**src/pkg/mcr_pkg.sv**
```systemverilog
// Purpose: constants shared by the control register bank and its unlock windows
// Assumes: byte-wide cpu register access, 16-bit data-space addresses
// Notes:   boot section bases are plain defaults, adjust per flash layout
package mcr_pkg;

  ////////////////////////////////////////////////////////////////////////////
  // address map
  localparam logic [15:0] MCR_DATA_OFF   = 16'h0055; // data-space offset
  localparam logic [5:0]  MCR_IO_OFF     = 6'h35;    // io-space offset
  localparam logic [15:0] MCR_IO_SHIFT   = 16'h0020; // io to data distance
  localparam logic [15:0] MCR_EXT_BASE   = 16'h0060; // extended io start
  localparam logic [15:0] MCR_EXT_END    = 16'h00FF; // extended io end

  ////////////////////////////////////////////////////////////////////////////
  // field positions and reset value
  localparam int          MCR_B_DBG      = 7;        // debug_port_disable
  localparam int          MCR_B_BROWNOUT_SLEEP_OFF     = 6;        // brownout_sleep_off
  localparam int          MCR_B_BODSU    = 5;        // brownout_sleep_unlock
  localparam int          MCR_B_PUK      = 4;        // pullup_kill
  localparam int          MCR_B_VSEL     = 1;        // vector_base_select
  localparam int          MCR_B_VCHG     = 0;        // vector_change_unlock
  localparam logic [7:0]  MCR_RESET      = 8'h00;    // register reset value

  ////////////////////////////////////////////////////////////////////////////
  // timing in cpu cycles
  localparam logic [2:0]  MCR_WIN_CYC    = 3'h4;     // unlock window length
  localparam logic [1:0]  MCR_BROWNOUT_SLEEP_OFF_CYC   = 2'h3;     // cycles to active/clear

  ////////////////////////////////////////////////////////////////////////////
  // boot section word base per boot_size_fuses code
  localparam logic [16:0] MCR_BOOT_BASE0 = 17'h1C000;
  localparam logic [16:0] MCR_BOOT_BASE1 = 17'h1E000;
  localparam logic [16:0] MCR_BOOT_BASE2 = 17'h1F000;
  localparam logic [16:0] MCR_BOOT_BASE3 = 17'h1F800;

endpackage

```
**src/rtl/mcr_ctrl.sv**
```systemverilog
// Purpose: cpu control register with timed unlock sequences and irq gating
// Assumes: one access per cycle, instruction-done strobe from the core
// Notes:   register image is read back registered, one cycle after i_rd
//
// Summary of operation
// - decode at data 0x55 or io 0x35
// - extended io reachable by data space only
// - fixed bit positions, all zero at reset
// - debug port enabled by fuse unless disabled
// - debug disable changes after two matching writes
// - brownout off needs unlock write then set
// - brownout off active after three, clears
// - sleep while active turns brownout detector off
// - pullup kill disables every port pull-up
// - vector base select picks flash or boot
// - vector select changes only after unlock write
// - irq masked during vector move sequence
// - automatic masking leaves status i-bit alone
// - vector unlock self-clears after four cycles
// - boot lock bits block irqs by section
// - moved vector equals table plus boot base
`timescale 1ns/1ns
module mcr_ctrl
  import mcr_pkg::*;
(
  // clock, reset, enable
  input  wire logic        i_mclk,
  input  wire logic        i_rstn,
  input  wire logic        i_ce,
  // cpu register access
  input  wire logic [15:0] i_addr,
  input  wire logic        i_io_space,
  input  wire logic        i_wr,
  input  wire logic        i_rd,
  input  wire logic [7:0]  i_wdata,
  output logic [7:0]       o_rdata,
  output logic             o_ext_io_sel,
  // cpu core status
  input  wire logic        i_sleep_exec,
  input  wire logic        i_instr_done,
  input  wire logic        i_exec_boot,
  input  wire logic [5:0]  i_vec_num,
  // fuses and lock bits
  input  wire logic        i_debug_port_fuse,
  input  wire logic [1:0]  i_boot_size_fuses,
  input  wire logic        i_app_boot_lock_bit,
  input  wire logic        i_boot_boot_lock_bit,
  // port pins
  input  wire logic [7:0]  i_pin_direction_bit,
  input  wire logic [7:0]  i_pin_output_bit,
  // control outputs
  output logic             o_debug_port_en,
  output logic             o_bod_sleep_off,
  output logic             o_pullup_kill,
  output logic [7:0]       o_pullup_en,
  output logic             o_irq_block,
  output logic [16:0]      o_vector_addr
);

  ////////////////////////////////////////////////////////////////////////////
  // helpers

  // io addresses sit 0x20 below data space; only 64 of them exist
  function automatic logic [15:0] map_addr(input logic [15:0] a, input logic io);
    map_addr = io ? (16'(a[5:0]) + MCR_IO_SHIFT) : a;
  endfunction

  function automatic logic [16:0] boot_base(input logic [1:0] f);
    unique case (f)
      2'h0: boot_base = MCR_BOOT_BASE0;
      2'h1: boot_base = MCR_BOOT_BASE1;
      2'h2: boot_base = MCR_BOOT_BASE2;
      2'h3: boot_base = MCR_BOOT_BASE3;
    endcase
  endfunction

  ////////////////////////////////////////////////////////////////////////////
  // state
  logic        dbg_r,  dbg_nxt;    // debug_port_disable
  logic        pend_r, pend_nxt;   // value awaiting its second write
  logic        brownout_sleep_off_r, brownout_sleep_off_nxt;   // brownout_sleep_off
  logic [1:0]  bcnt_r, bcnt_nxt;   // cycles since brownout_sleep_off set
  logic        puk_r,  puk_nxt;    // pullup_kill
  logic        vsel_r, vsel_nxt;   // vector_base_select
  logic        tail_r, tail_nxt;   // mask until next instruction ends
  logic [7:0]  rd_r,   rd_nxt;     // read data
  logic        wr;                 // write hit this cycle
  logic        dbg_arm, dbg_stop, dbg_open;
  logic        bu_arm,  bu_stop,  bu_open;
  logic        vc_arm,  vc_stop,  vc_open;
  logic        brownout_sleep_off_act;           // brownout off active
  logic        lock_blk;           // section lock gating
  logic [7:0]  image;              // register as read

  // i/o instructions can never reach extended io, data space can
  assign wr           = i_ce && i_wr && (map_addr(i_addr, i_io_space) == MCR_DATA_OFF);
  assign o_ext_io_sel = !i_io_space && (i_addr >= MCR_EXT_BASE)
                        && (i_addr <= MCR_EXT_END);

  ////////////////////////////////////////////////////////////////////////////
  // unlock windows, one per protected field
  assign dbg_arm  = wr && !(dbg_open && (i_wdata[MCR_B_DBG] == pend_r));
  assign dbg_stop = wr && !dbg_arm;
  assign bu_arm   = wr && i_wdata[MCR_B_BROWNOUT_SLEEP_OFF] && i_wdata[MCR_B_BODSU];
  assign bu_stop  = wr && bu_open && i_wdata[MCR_B_BROWNOUT_SLEEP_OFF] && !i_wdata[MCR_B_BODSU];
  assign vc_arm   = wr && i_wdata[MCR_B_VCHG];
  assign vc_stop  = wr && vc_open && !i_wdata[MCR_B_VCHG];

  mcr_window u_dbg_win (.i_mclk(i_mclk), .i_rstn(i_rstn), .i_ce(i_ce),
                        .i_arm(dbg_arm), .i_stop(dbg_stop), .o_open(dbg_open));
  mcr_window u_bu_win  (.i_mclk(i_mclk), .i_rstn(i_rstn), .i_ce(i_ce),
                        .i_arm(bu_arm), .i_stop(bu_stop), .o_open(bu_open));
  mcr_window u_vc_win  (.i_mclk(i_mclk), .i_rstn(i_rstn), .i_ce(i_ce),
                        .i_arm(vc_arm), .i_stop(vc_stop), .o_open(vc_open));

  ////////////////////////////////////////////////////////////////////////////
  // register image; unlock bits show their open windows
  always_comb
  begin
    image             = MCR_RESET;
    image[MCR_B_DBG]  = dbg_r;
    image[MCR_B_BROWNOUT_SLEEP_OFF] = brownout_sleep_off_r;
    image[MCR_B_BODSU]= bu_open;
    image[MCR_B_PUK]  = puk_r;
    image[MCR_B_VSEL] = vsel_r;
    image[MCR_B_VCHG] = vc_open;
  end

  ////////////////////////////////////////////////////////////////////////////
  // next state for all control fields
  always_comb
  begin
    dbg_nxt  = dbg_r;
    pend_nxt = pend_r;
    brownout_sleep_off_nxt = brownout_sleep_off_r;
    bcnt_nxt = bcnt_r;
    puk_nxt  = puk_r;
    vsel_nxt = vsel_r;
    tail_nxt = tail_r;
    rd_nxt   = 8'h00;
    // first write remembers the value, matching second write commits
    if (dbg_arm)
      pend_nxt = i_wdata[MCR_B_DBG];
    if (dbg_stop)
      dbg_nxt = pend_r;
    // brownout off runs a short fixed life then drops
    if (bu_stop)
    begin
      brownout_sleep_off_nxt = 1'b1;
      bcnt_nxt = 2'h0;
    end
    else if (brownout_sleep_off_r)
    begin
      bcnt_nxt = bcnt_r + 2'h1;
      if (bcnt_r == MCR_BROWNOUT_SLEEP_OFF_CYC)
        brownout_sleep_off_nxt = 1'b0;
    end
    // pullup kill is not protected
    if (wr)
      puk_nxt = i_wdata[MCR_B_PUK];
    // vector select only inside the unlock window
    if (vc_stop)
    begin
      vsel_nxt = i_wdata[MCR_B_VSEL];
      tail_nxt = 1'b1;
    end
    else if (tail_r && i_instr_done)
      tail_nxt = 1'b0;
    if (i_rd && (map_addr(i_addr, i_io_space) == MCR_DATA_OFF))
      rd_nxt = image;
  end

  // registers, frozen while clock enable is low
  always_ff @(posedge i_mclk or negedge i_rstn)
  begin
    if (!i_rstn)
    begin
      dbg_r  <= MCR_RESET[MCR_B_DBG];
      pend_r <= 1'b0;
      brownout_sleep_off_r <= MCR_RESET[MCR_B_BROWNOUT_SLEEP_OFF];
      bcnt_r <= 2'h0;
      puk_r  <= MCR_RESET[MCR_B_PUK];
      vsel_r <= MCR_RESET[MCR_B_VSEL];
      tail_r <= 1'b0;
      rd_r   <= 8'h00;
    end
    else if (i_ce)
    begin
      dbg_r  <= dbg_nxt;
      pend_r <= pend_nxt;
      brownout_sleep_off_r <= brownout_sleep_off_nxt;
      bcnt_r <= bcnt_nxt;
      puk_r  <= puk_nxt;
      vsel_r <= vsel_nxt;
      tail_r <= tail_nxt;
      rd_r   <= rd_nxt;
    end
  end

  ////////////////////////////////////////////////////////////////////////////
  // outputs
  assign o_rdata         = rd_r;
  assign o_debug_port_en = !dbg_r && i_debug_port_fuse;
  assign brownout_sleep_off_act        = brownout_sleep_off_r && (bcnt_r == MCR_BROWNOUT_SLEEP_OFF_CYC);
  assign o_bod_sleep_off = brownout_sleep_off_act && i_sleep_exec;
  assign o_pullup_kill   = puk_r;
  assign o_pullup_en     = ~i_pin_direction_bit & i_pin_output_bit & {8{!puk_r}};
  // locked section may not take irqs from the other one
  assign lock_blk        = (vsel_r && i_app_boot_lock_bit && !i_exec_boot)
                         || (!vsel_r && i_boot_boot_lock_bit && i_exec_boot);
  // separate gate: the status i-bit is never written from here
  assign o_irq_block     = vc_arm || vc_open || tail_r || lock_blk;
  assign o_vector_addr   = {10'h000, i_vec_num, 1'b0}
                         + (vsel_r ? boot_base(i_boot_size_fuses) : 17'h00000);

  ////////////////////////////////////////////////////////////////////////////
  // checks
  io_decode_a: assert property (@(posedge i_mclk) disable iff (!i_rstn)
    (i_ce && i_wr && i_io_space && i_addr[5:0] == MCR_IO_OFF) |=> puk_r == $past(i_wdata[MCR_B_PUK]))
    else $error("io write to control register not taken");
  dbg_change_a: assert property (@(posedge i_mclk) disable iff (!i_rstn)
    (dbg_r != $past(dbg_r)) |-> $past(wr && dbg_open))
    else $error("debug disable changed without second write");
  brownout_sleep_off_set_a: assert property (@(posedge i_mclk) disable iff (!i_rstn)
    $rose(brownout_sleep_off_r) |-> $past(wr && bu_open && !i_wdata[MCR_B_BODSU]))
    else $error("brownout off set without unlock");
  brownout_sleep_off_life_a: assert property (@(posedge i_mclk) disable iff (!i_rstn || !i_ce)
    $rose(brownout_sleep_off_r) |-> (brownout_sleep_off_r && !brownout_sleep_off_act)[*3] ##1 brownout_sleep_off_act ##1 !brownout_sleep_off_r)
    else $error("brownout off timing wrong");
  bod_off_a: assert property (@(posedge i_mclk) disable iff (!i_rstn)
    o_bod_sleep_off |-> (brownout_sleep_off_r && $past(brownout_sleep_off_r, 3) && i_sleep_exec))
    else $error("brownout detector off outside active window");
  pullup_a: assert property (@(posedge i_mclk) disable iff (!i_rstn)
    puk_r |-> (o_pullup_en == 8'h00))
    else $error("pull-up enabled while killed");
  vsel_chg_a: assert property (@(posedge i_mclk) disable iff (!i_rstn)
    (vsel_r != $past(vsel_r)) |-> $past(vc_open && wr && !i_wdata[MCR_B_VCHG]))
    else $error("vector select changed without unlock");
  mask_hold_a: assert property (@(posedge i_mclk) disable iff (!i_rstn || !i_ce)
    vc_arm |-> o_irq_block[*3])
    else $error("irq not masked during vector unlock");
  vchg_clr_a: assert property (@(posedge i_mclk) disable iff (!i_rstn || !i_ce)
    (vc_arm ##1 !vc_arm[*4]) |=> !vc_open)
    else $error("vector unlock not cleared after four cycles");
  lock_blk_a: assert property (@(posedge i_mclk) disable iff (!i_rstn)
    (vsel_r && i_app_boot_lock_bit && !i_exec_boot) |-> o_irq_block)
    else $error("locked application section took irqs");
  vec_addr_a: assert property (@(posedge i_mclk) disable iff (!i_rstn)
    !vsel_r |-> (o_vector_addr == {10'h000, i_vec_num, 1'b0}))
    else $error("vector address wrong in flash start mode");
  unused_a: assert property (@(posedge i_mclk) disable iff (!i_rstn)
    o_rdata[3:2] == 2'h0)
    else $error("unused bits read nonzero");

endmodule // mcr_ctrl

```
**src/rtl/mcr_window.sv**
```systemverilog
// Purpose: timed unlock window, open for a fixed number of cycles after arming
// Assumes: arm and stop are single-cycle strobes in the cpu clock domain
// Notes:   arm wins over stop so a re-arm restarts the full window
`timescale 1ns/1ns
module mcr_window
  import mcr_pkg::*;
(
  // clock and reset
  input  wire logic i_mclk,
  input  wire logic i_rstn,
  input  wire logic i_ce,
  // control
  input  wire logic i_arm,
  input  wire logic i_stop,
  // status
  output logic      o_open
);

  logic [2:0] cnt_r;   // cycles left in the window
  logic [2:0] cnt_nxt;

  ////////////////////////////////////////////////////////////////////////////
  // next count: load, stop, or count down
  always_comb
  begin
    cnt_nxt = cnt_r;
    if (i_arm)
      cnt_nxt = MCR_WIN_CYC;
    else if (i_stop)
      cnt_nxt = 3'h0;
    else if (cnt_r != 3'h0)
      cnt_nxt = cnt_r - 3'h1;
  end

  // register, frozen while clock enable is low
  always_ff @(posedge i_mclk or negedge i_rstn)
  begin
    if (!i_rstn)
      cnt_r <= 3'h0;
    else if (i_ce)
      cnt_r <= cnt_nxt;
  end

  assign o_open = (cnt_r != 3'h0);

  // an arm loads the full window length on the next cycle
  win_bound_a: assert property (@(posedge i_mclk) disable iff (!i_rstn)
    (i_ce && i_arm) |=> (cnt_r == MCR_WIN_CYC))
    else $error("unlock window did not load its length");

endmodule // mcr_window

```
**config.mk**
```make
export PLATFORM = sky130hd
export DESIGN_NAME = mcr_ctrl
export DESIGN_NICKNAME = d
export VERILOG_FILES = /design/src/pkg/mcr_pkg.sv /design/src/rtl/mcr_ctrl.sv /design/src/rtl/mcr_window.sv
export SDC_FILE = /design/constraint.sdc
export NUM_CORES = 1
export LEC_CHECK = 0
export BUFFER_PORTS_ARGS = -buffer_cell sky130_fd_sc_hd__clkbuf_2
export CORE_MARGIN = 2
export CORE_UTILIZATION = 41
export CTS_BUF_LIST = sky130_fd_sc_hd__clkbuf_8
export DETAILED_ROUTE_END_ITERATION = 10
export GPL_TIMING_DRIVEN = 0
export PLACE_DENSITY = 0.79
export SLEW_MARGIN = 20
export SYNTH_ARGS = -nofsm -noshare
export SYNTH_HDL_FRONTEND = slang
export SYNTH_HIERARCHICAL = 1
export SYNTH_SLANG_ARGS = --single-unit
```
**constraint.sdc**
```tcl
create_clock -name i_mclk -period 1.5 [get_ports i_mclk]
set_input_delay 0.15 -clock i_mclk [delete_from_list [all_inputs] [get_ports i_mclk]]
set_output_delay 0.15 -clock i_mclk [all_outputs]
set_load 0.03 [all_outputs]
```
==> key figures <==
Cells and area
  • Antenna fix cells: 0
  • Area grow syn2layout: 55.0%
  • NumNets Final: 347
  • Fraction of layout instances using a drive strength above 1: 61.3%
  • Fillers: 311
  • Multi-input gate area: 0.00116 mm^2
  • Reg area: 578 um^2

STA
  • Max Slew Vio Count: 0
  • Endpoints failing hold: 0
  • Worst setup margin: -0.106 ns
  • Period utilisation layout: 107%
  • Worst Tran Pin Value: 0.583 ns
  • Worst relative slew slack: 61.1%
  • Fmax: 623 MHz
  • Min cycle time layout: 1.61 ns
  • WHS: 0.117 ns
  • Unrepaired setup endpoints after global routing: yes
  • Final setup viols: 6
  • Clock Skew: 0.000840 ns
  • Setup TNS: -0.399 ns

Power and ir drop
  • Sw Share: 37.4%
  • Comb power frac: a little over half
  • Sequential share of power: 32.0%
  • Switching pwr: 1.03 mW
  • Maximum vdd drop: 0.782 mV
  • Lkg Pwr: 1.39 nW
  • Clock Power Share: 13.9%
  • Pwr per Cell Area: 1060 mW/mm^2
  • Int Power: 1.73 mW

Clock tree
  • Clock Tree Buf Depth: 2
  • Reg clk slew, reported paths: around 0.080 ns
  • CTS root buf: clkbuf_8
  • CTS tree: built
  • Clk_lat worst skew: 0.26 ns
  • # H-tree levels: 1
  • CTS Sinks: 23
  • CTS Buf Count: 3

Routing
  • Vias per cell: 5.18
  • Starting DRC count in detailed routing: 36
  • Via Count: around 1700
  • Number of remaining DRC errors: 0
  • Wire per inst: 13.4 um
  • Post-Route WL: 4410 um
  • Post-route ant nets: 0
  • Drt pass-1 iters: 4

Logic synthesis
  • Synth Warn #: 6
  • Top FF cell, synth: dfrtp_1
  • Syn Area/Cell: 10.1 um^2
  • Post-synth top area share: 34.3%
  • EDFF count, synth: 0
  • Synth cell count leaders: dfrtp_1 (23), buf_4 (16), nor2b_1 (12), nor2_1 (8), nor3b_1 (8)
  • #FFs+latches synth: 23
  • Cell taking the most area after synthesis: dfrtp_1
  • Async SR Flop Fraction: 100%
  • Post-synthesis cell area: 0.00168 mm^2
  • Most common cell in the synthesized netlist: dfrtp_1
  • Register area share after synthesis: 34.3%
  • Post-synth cell types: 42
  • Post-Synthesis Cells: 167
  • Top area cells in the synthesized netlist: dfrtp_1 (34%), buf_4 (7.2%), ha_1 (5.2%)

Floorplan
  • Die area: 0.00462 mm^2
  • IO Pins: 98
  • Site Rows: 23
  • Initial core utilization: 42.3%
  • Die Height: a little under 70 um
  • Core area: between 0.003 and 0.004 mm^2
  • Chip Width: approximately 68 um

Worst setup path
  • CP required: 1.66 ns
  • Critical Path End: u_vc_win/cnt_r[0]
  • WP data arrival: 1.76 ns
  • R2r setup slk: -0.04 ns
  • R2R cell count: 6
  • Crit path from: i_addr[15]
  • Critical Path End Type: flip-flop
  • Crit Path Category: in -> reg
  • CP Launch Type: input pin
  • Crit Path Max Fanout: 4
  • Reg2reg start: u_vc_win/cnt_r[0]
  • Reg2reg end: vsel_r

Placed design
  • Port bufs: between 80 and 90
  • RD Place Congestion: 0.763
  • Post-place setup slack: -0.514 ns
  • DPL Wire Length: slightly above 3000 um

Global route
  • Initial antenna violation count: 0
  • Total GRT Usage: approximately 18%
  • GRT overflow: 0
  • First-pass GRT wire length: 6330 um
  • Largest net degree at the start of global routing: 27
  • Vias in the first global route: 1495

Outcome
  • Status: finished, violations left
  • Violations in the final reports: negative setup slack

Flow run
  • # Max-Cap Violations: 0

Min path
  • HP Class: in -> reg
==> through the flow <==
| stage | power [mW] | utilization (%) | cells | cell area (um^2) |
|---|---|---|---|---|
| 3_3_place_gp | 1.99 | 56.5 | 305 | 2240 |
| 4_1_cts | 2.61 | 61.6 | 321 | 2450 |
| 6_report | 2.76 | 65.5 | 329 | 2600 |
| 3_5_place_dp | 2.06 | 56.5 | 305 | 2240 |
| 5_1_grt | 3.00 | 65.5 | 329 | 2600 |
| 2_1_floorplan | 1.78 | - | 173 | 1770 |
==> placed cells by master (no fill, tap or decap), types with 4 or more instances in the layout <==
master and n:
clkbuf_8 4, conb_1 7, nor3b_1 4, inv_2 5, mux2i_1 7, nor3b_2 4, dfrtp_1 21, clkbuf_2 79
a31oi_1 5, ha_1 4, nand2_1 5, buf_4 34, nor2_1 6, nor2b_1 11, a41o_1 6
==> repair_timing <==
item	4_1_cts	5_1_grt
setup endpoints to repair	20	19
hold endpoints to repair	23	0
buffers inserted	12	8
gates resized for setup	18	23
pin swaps	6	10
hold buffers	1	0
==> flip-flops by register name, summed over array words and instances, names as in the netlist, 2 cells and up <==
name	cells
u_dbg_win/cnt_r	3
bcnt_r	2
u_vc_win/cnt_r	3
o_rdata	6
u_bu_win/cnt_r	3
==> power by group through the flow <==
stage,Clock (mW),Combinational [mW],Sequential (mW)
after detailed placement,0,1.17,0.888
final,0.384,1.49,0.885
after global routing,0.427,1.66,0.907
after CTS,0.400,1.33,0.877
after floorplan,0,0.907,0.869
after global placement,0,1.11,0.878
==> critical path, stage by stage <==
cell and delay, ns:
buf_6 0.10, nor4_4 0.33, a41oi_4 0.17, or3_4 0.38, buf_4 0.17, nor2_4 0.13
o31ai_1 0.10, a32o_2 0.23
==> per-layer routing <==
layer	vias to the layer above	GRT usage, %	wire length (um)
met1	813	20.0	1610
met2	62	34.0	2460
met5	-	0	0
met4	0	2.75	62
li1	820	-	-
met3	8	3.95	281
==> area by class of cell <==
type                            count  share of cell area (%)
Buffer                             17                    4.76
Clock buffer                        3                    1.59
Clock inverter                      1                   0.192
Inverter                            7                    1.01
Multi-Input combinational cell    125                    44.5
Sequential cell                    23                    22.2
Tap cell                           50                    2.40
Timing Repair Buffer              103                    23.4
==> worst min-delay path by stage <==
stage               slack (ns)       start            endpoint  depth (start not counted)
floorplan                -0.15      i_rstn           bcnt_r[0]                          0
global placement          0.18      i_rstn  u_dbg_win/cnt_r[1]                          1
detailed placement        0.17      i_rstn  u_dbg_win/cnt_r[1]                          1
CTS                        0.1  i_wdata[1]              vsel_r                          2
global route              0.11  i_wdata[4]       o_pullup_kill                          2
finish                    0.12  i_wdata[4]       o_pullup_kill                          2
==> logic make-up (layout without fill, tap and decap cells) <==
group / count (synthesis) / in the layout / share of synthesized area (%)
AND/OR/NAND/NOR: 65 / 65 / 25.8
AO/OA/AOI/OAI: 34 / 34 / 18.1
buffers and inverters: 25 / 131 / 9.17
flip-flops: 23 / 23 / 34.3
multiplexers: 10 / 10 / 6.18
adder cells (fa/ha/maj): 7 / 7 / 5.22
XOR/XNOR: 2 / 2 / 1.04
other: 1 / 7 / 0.223
No activity file was read; power rests on OpenSTA's default activity.
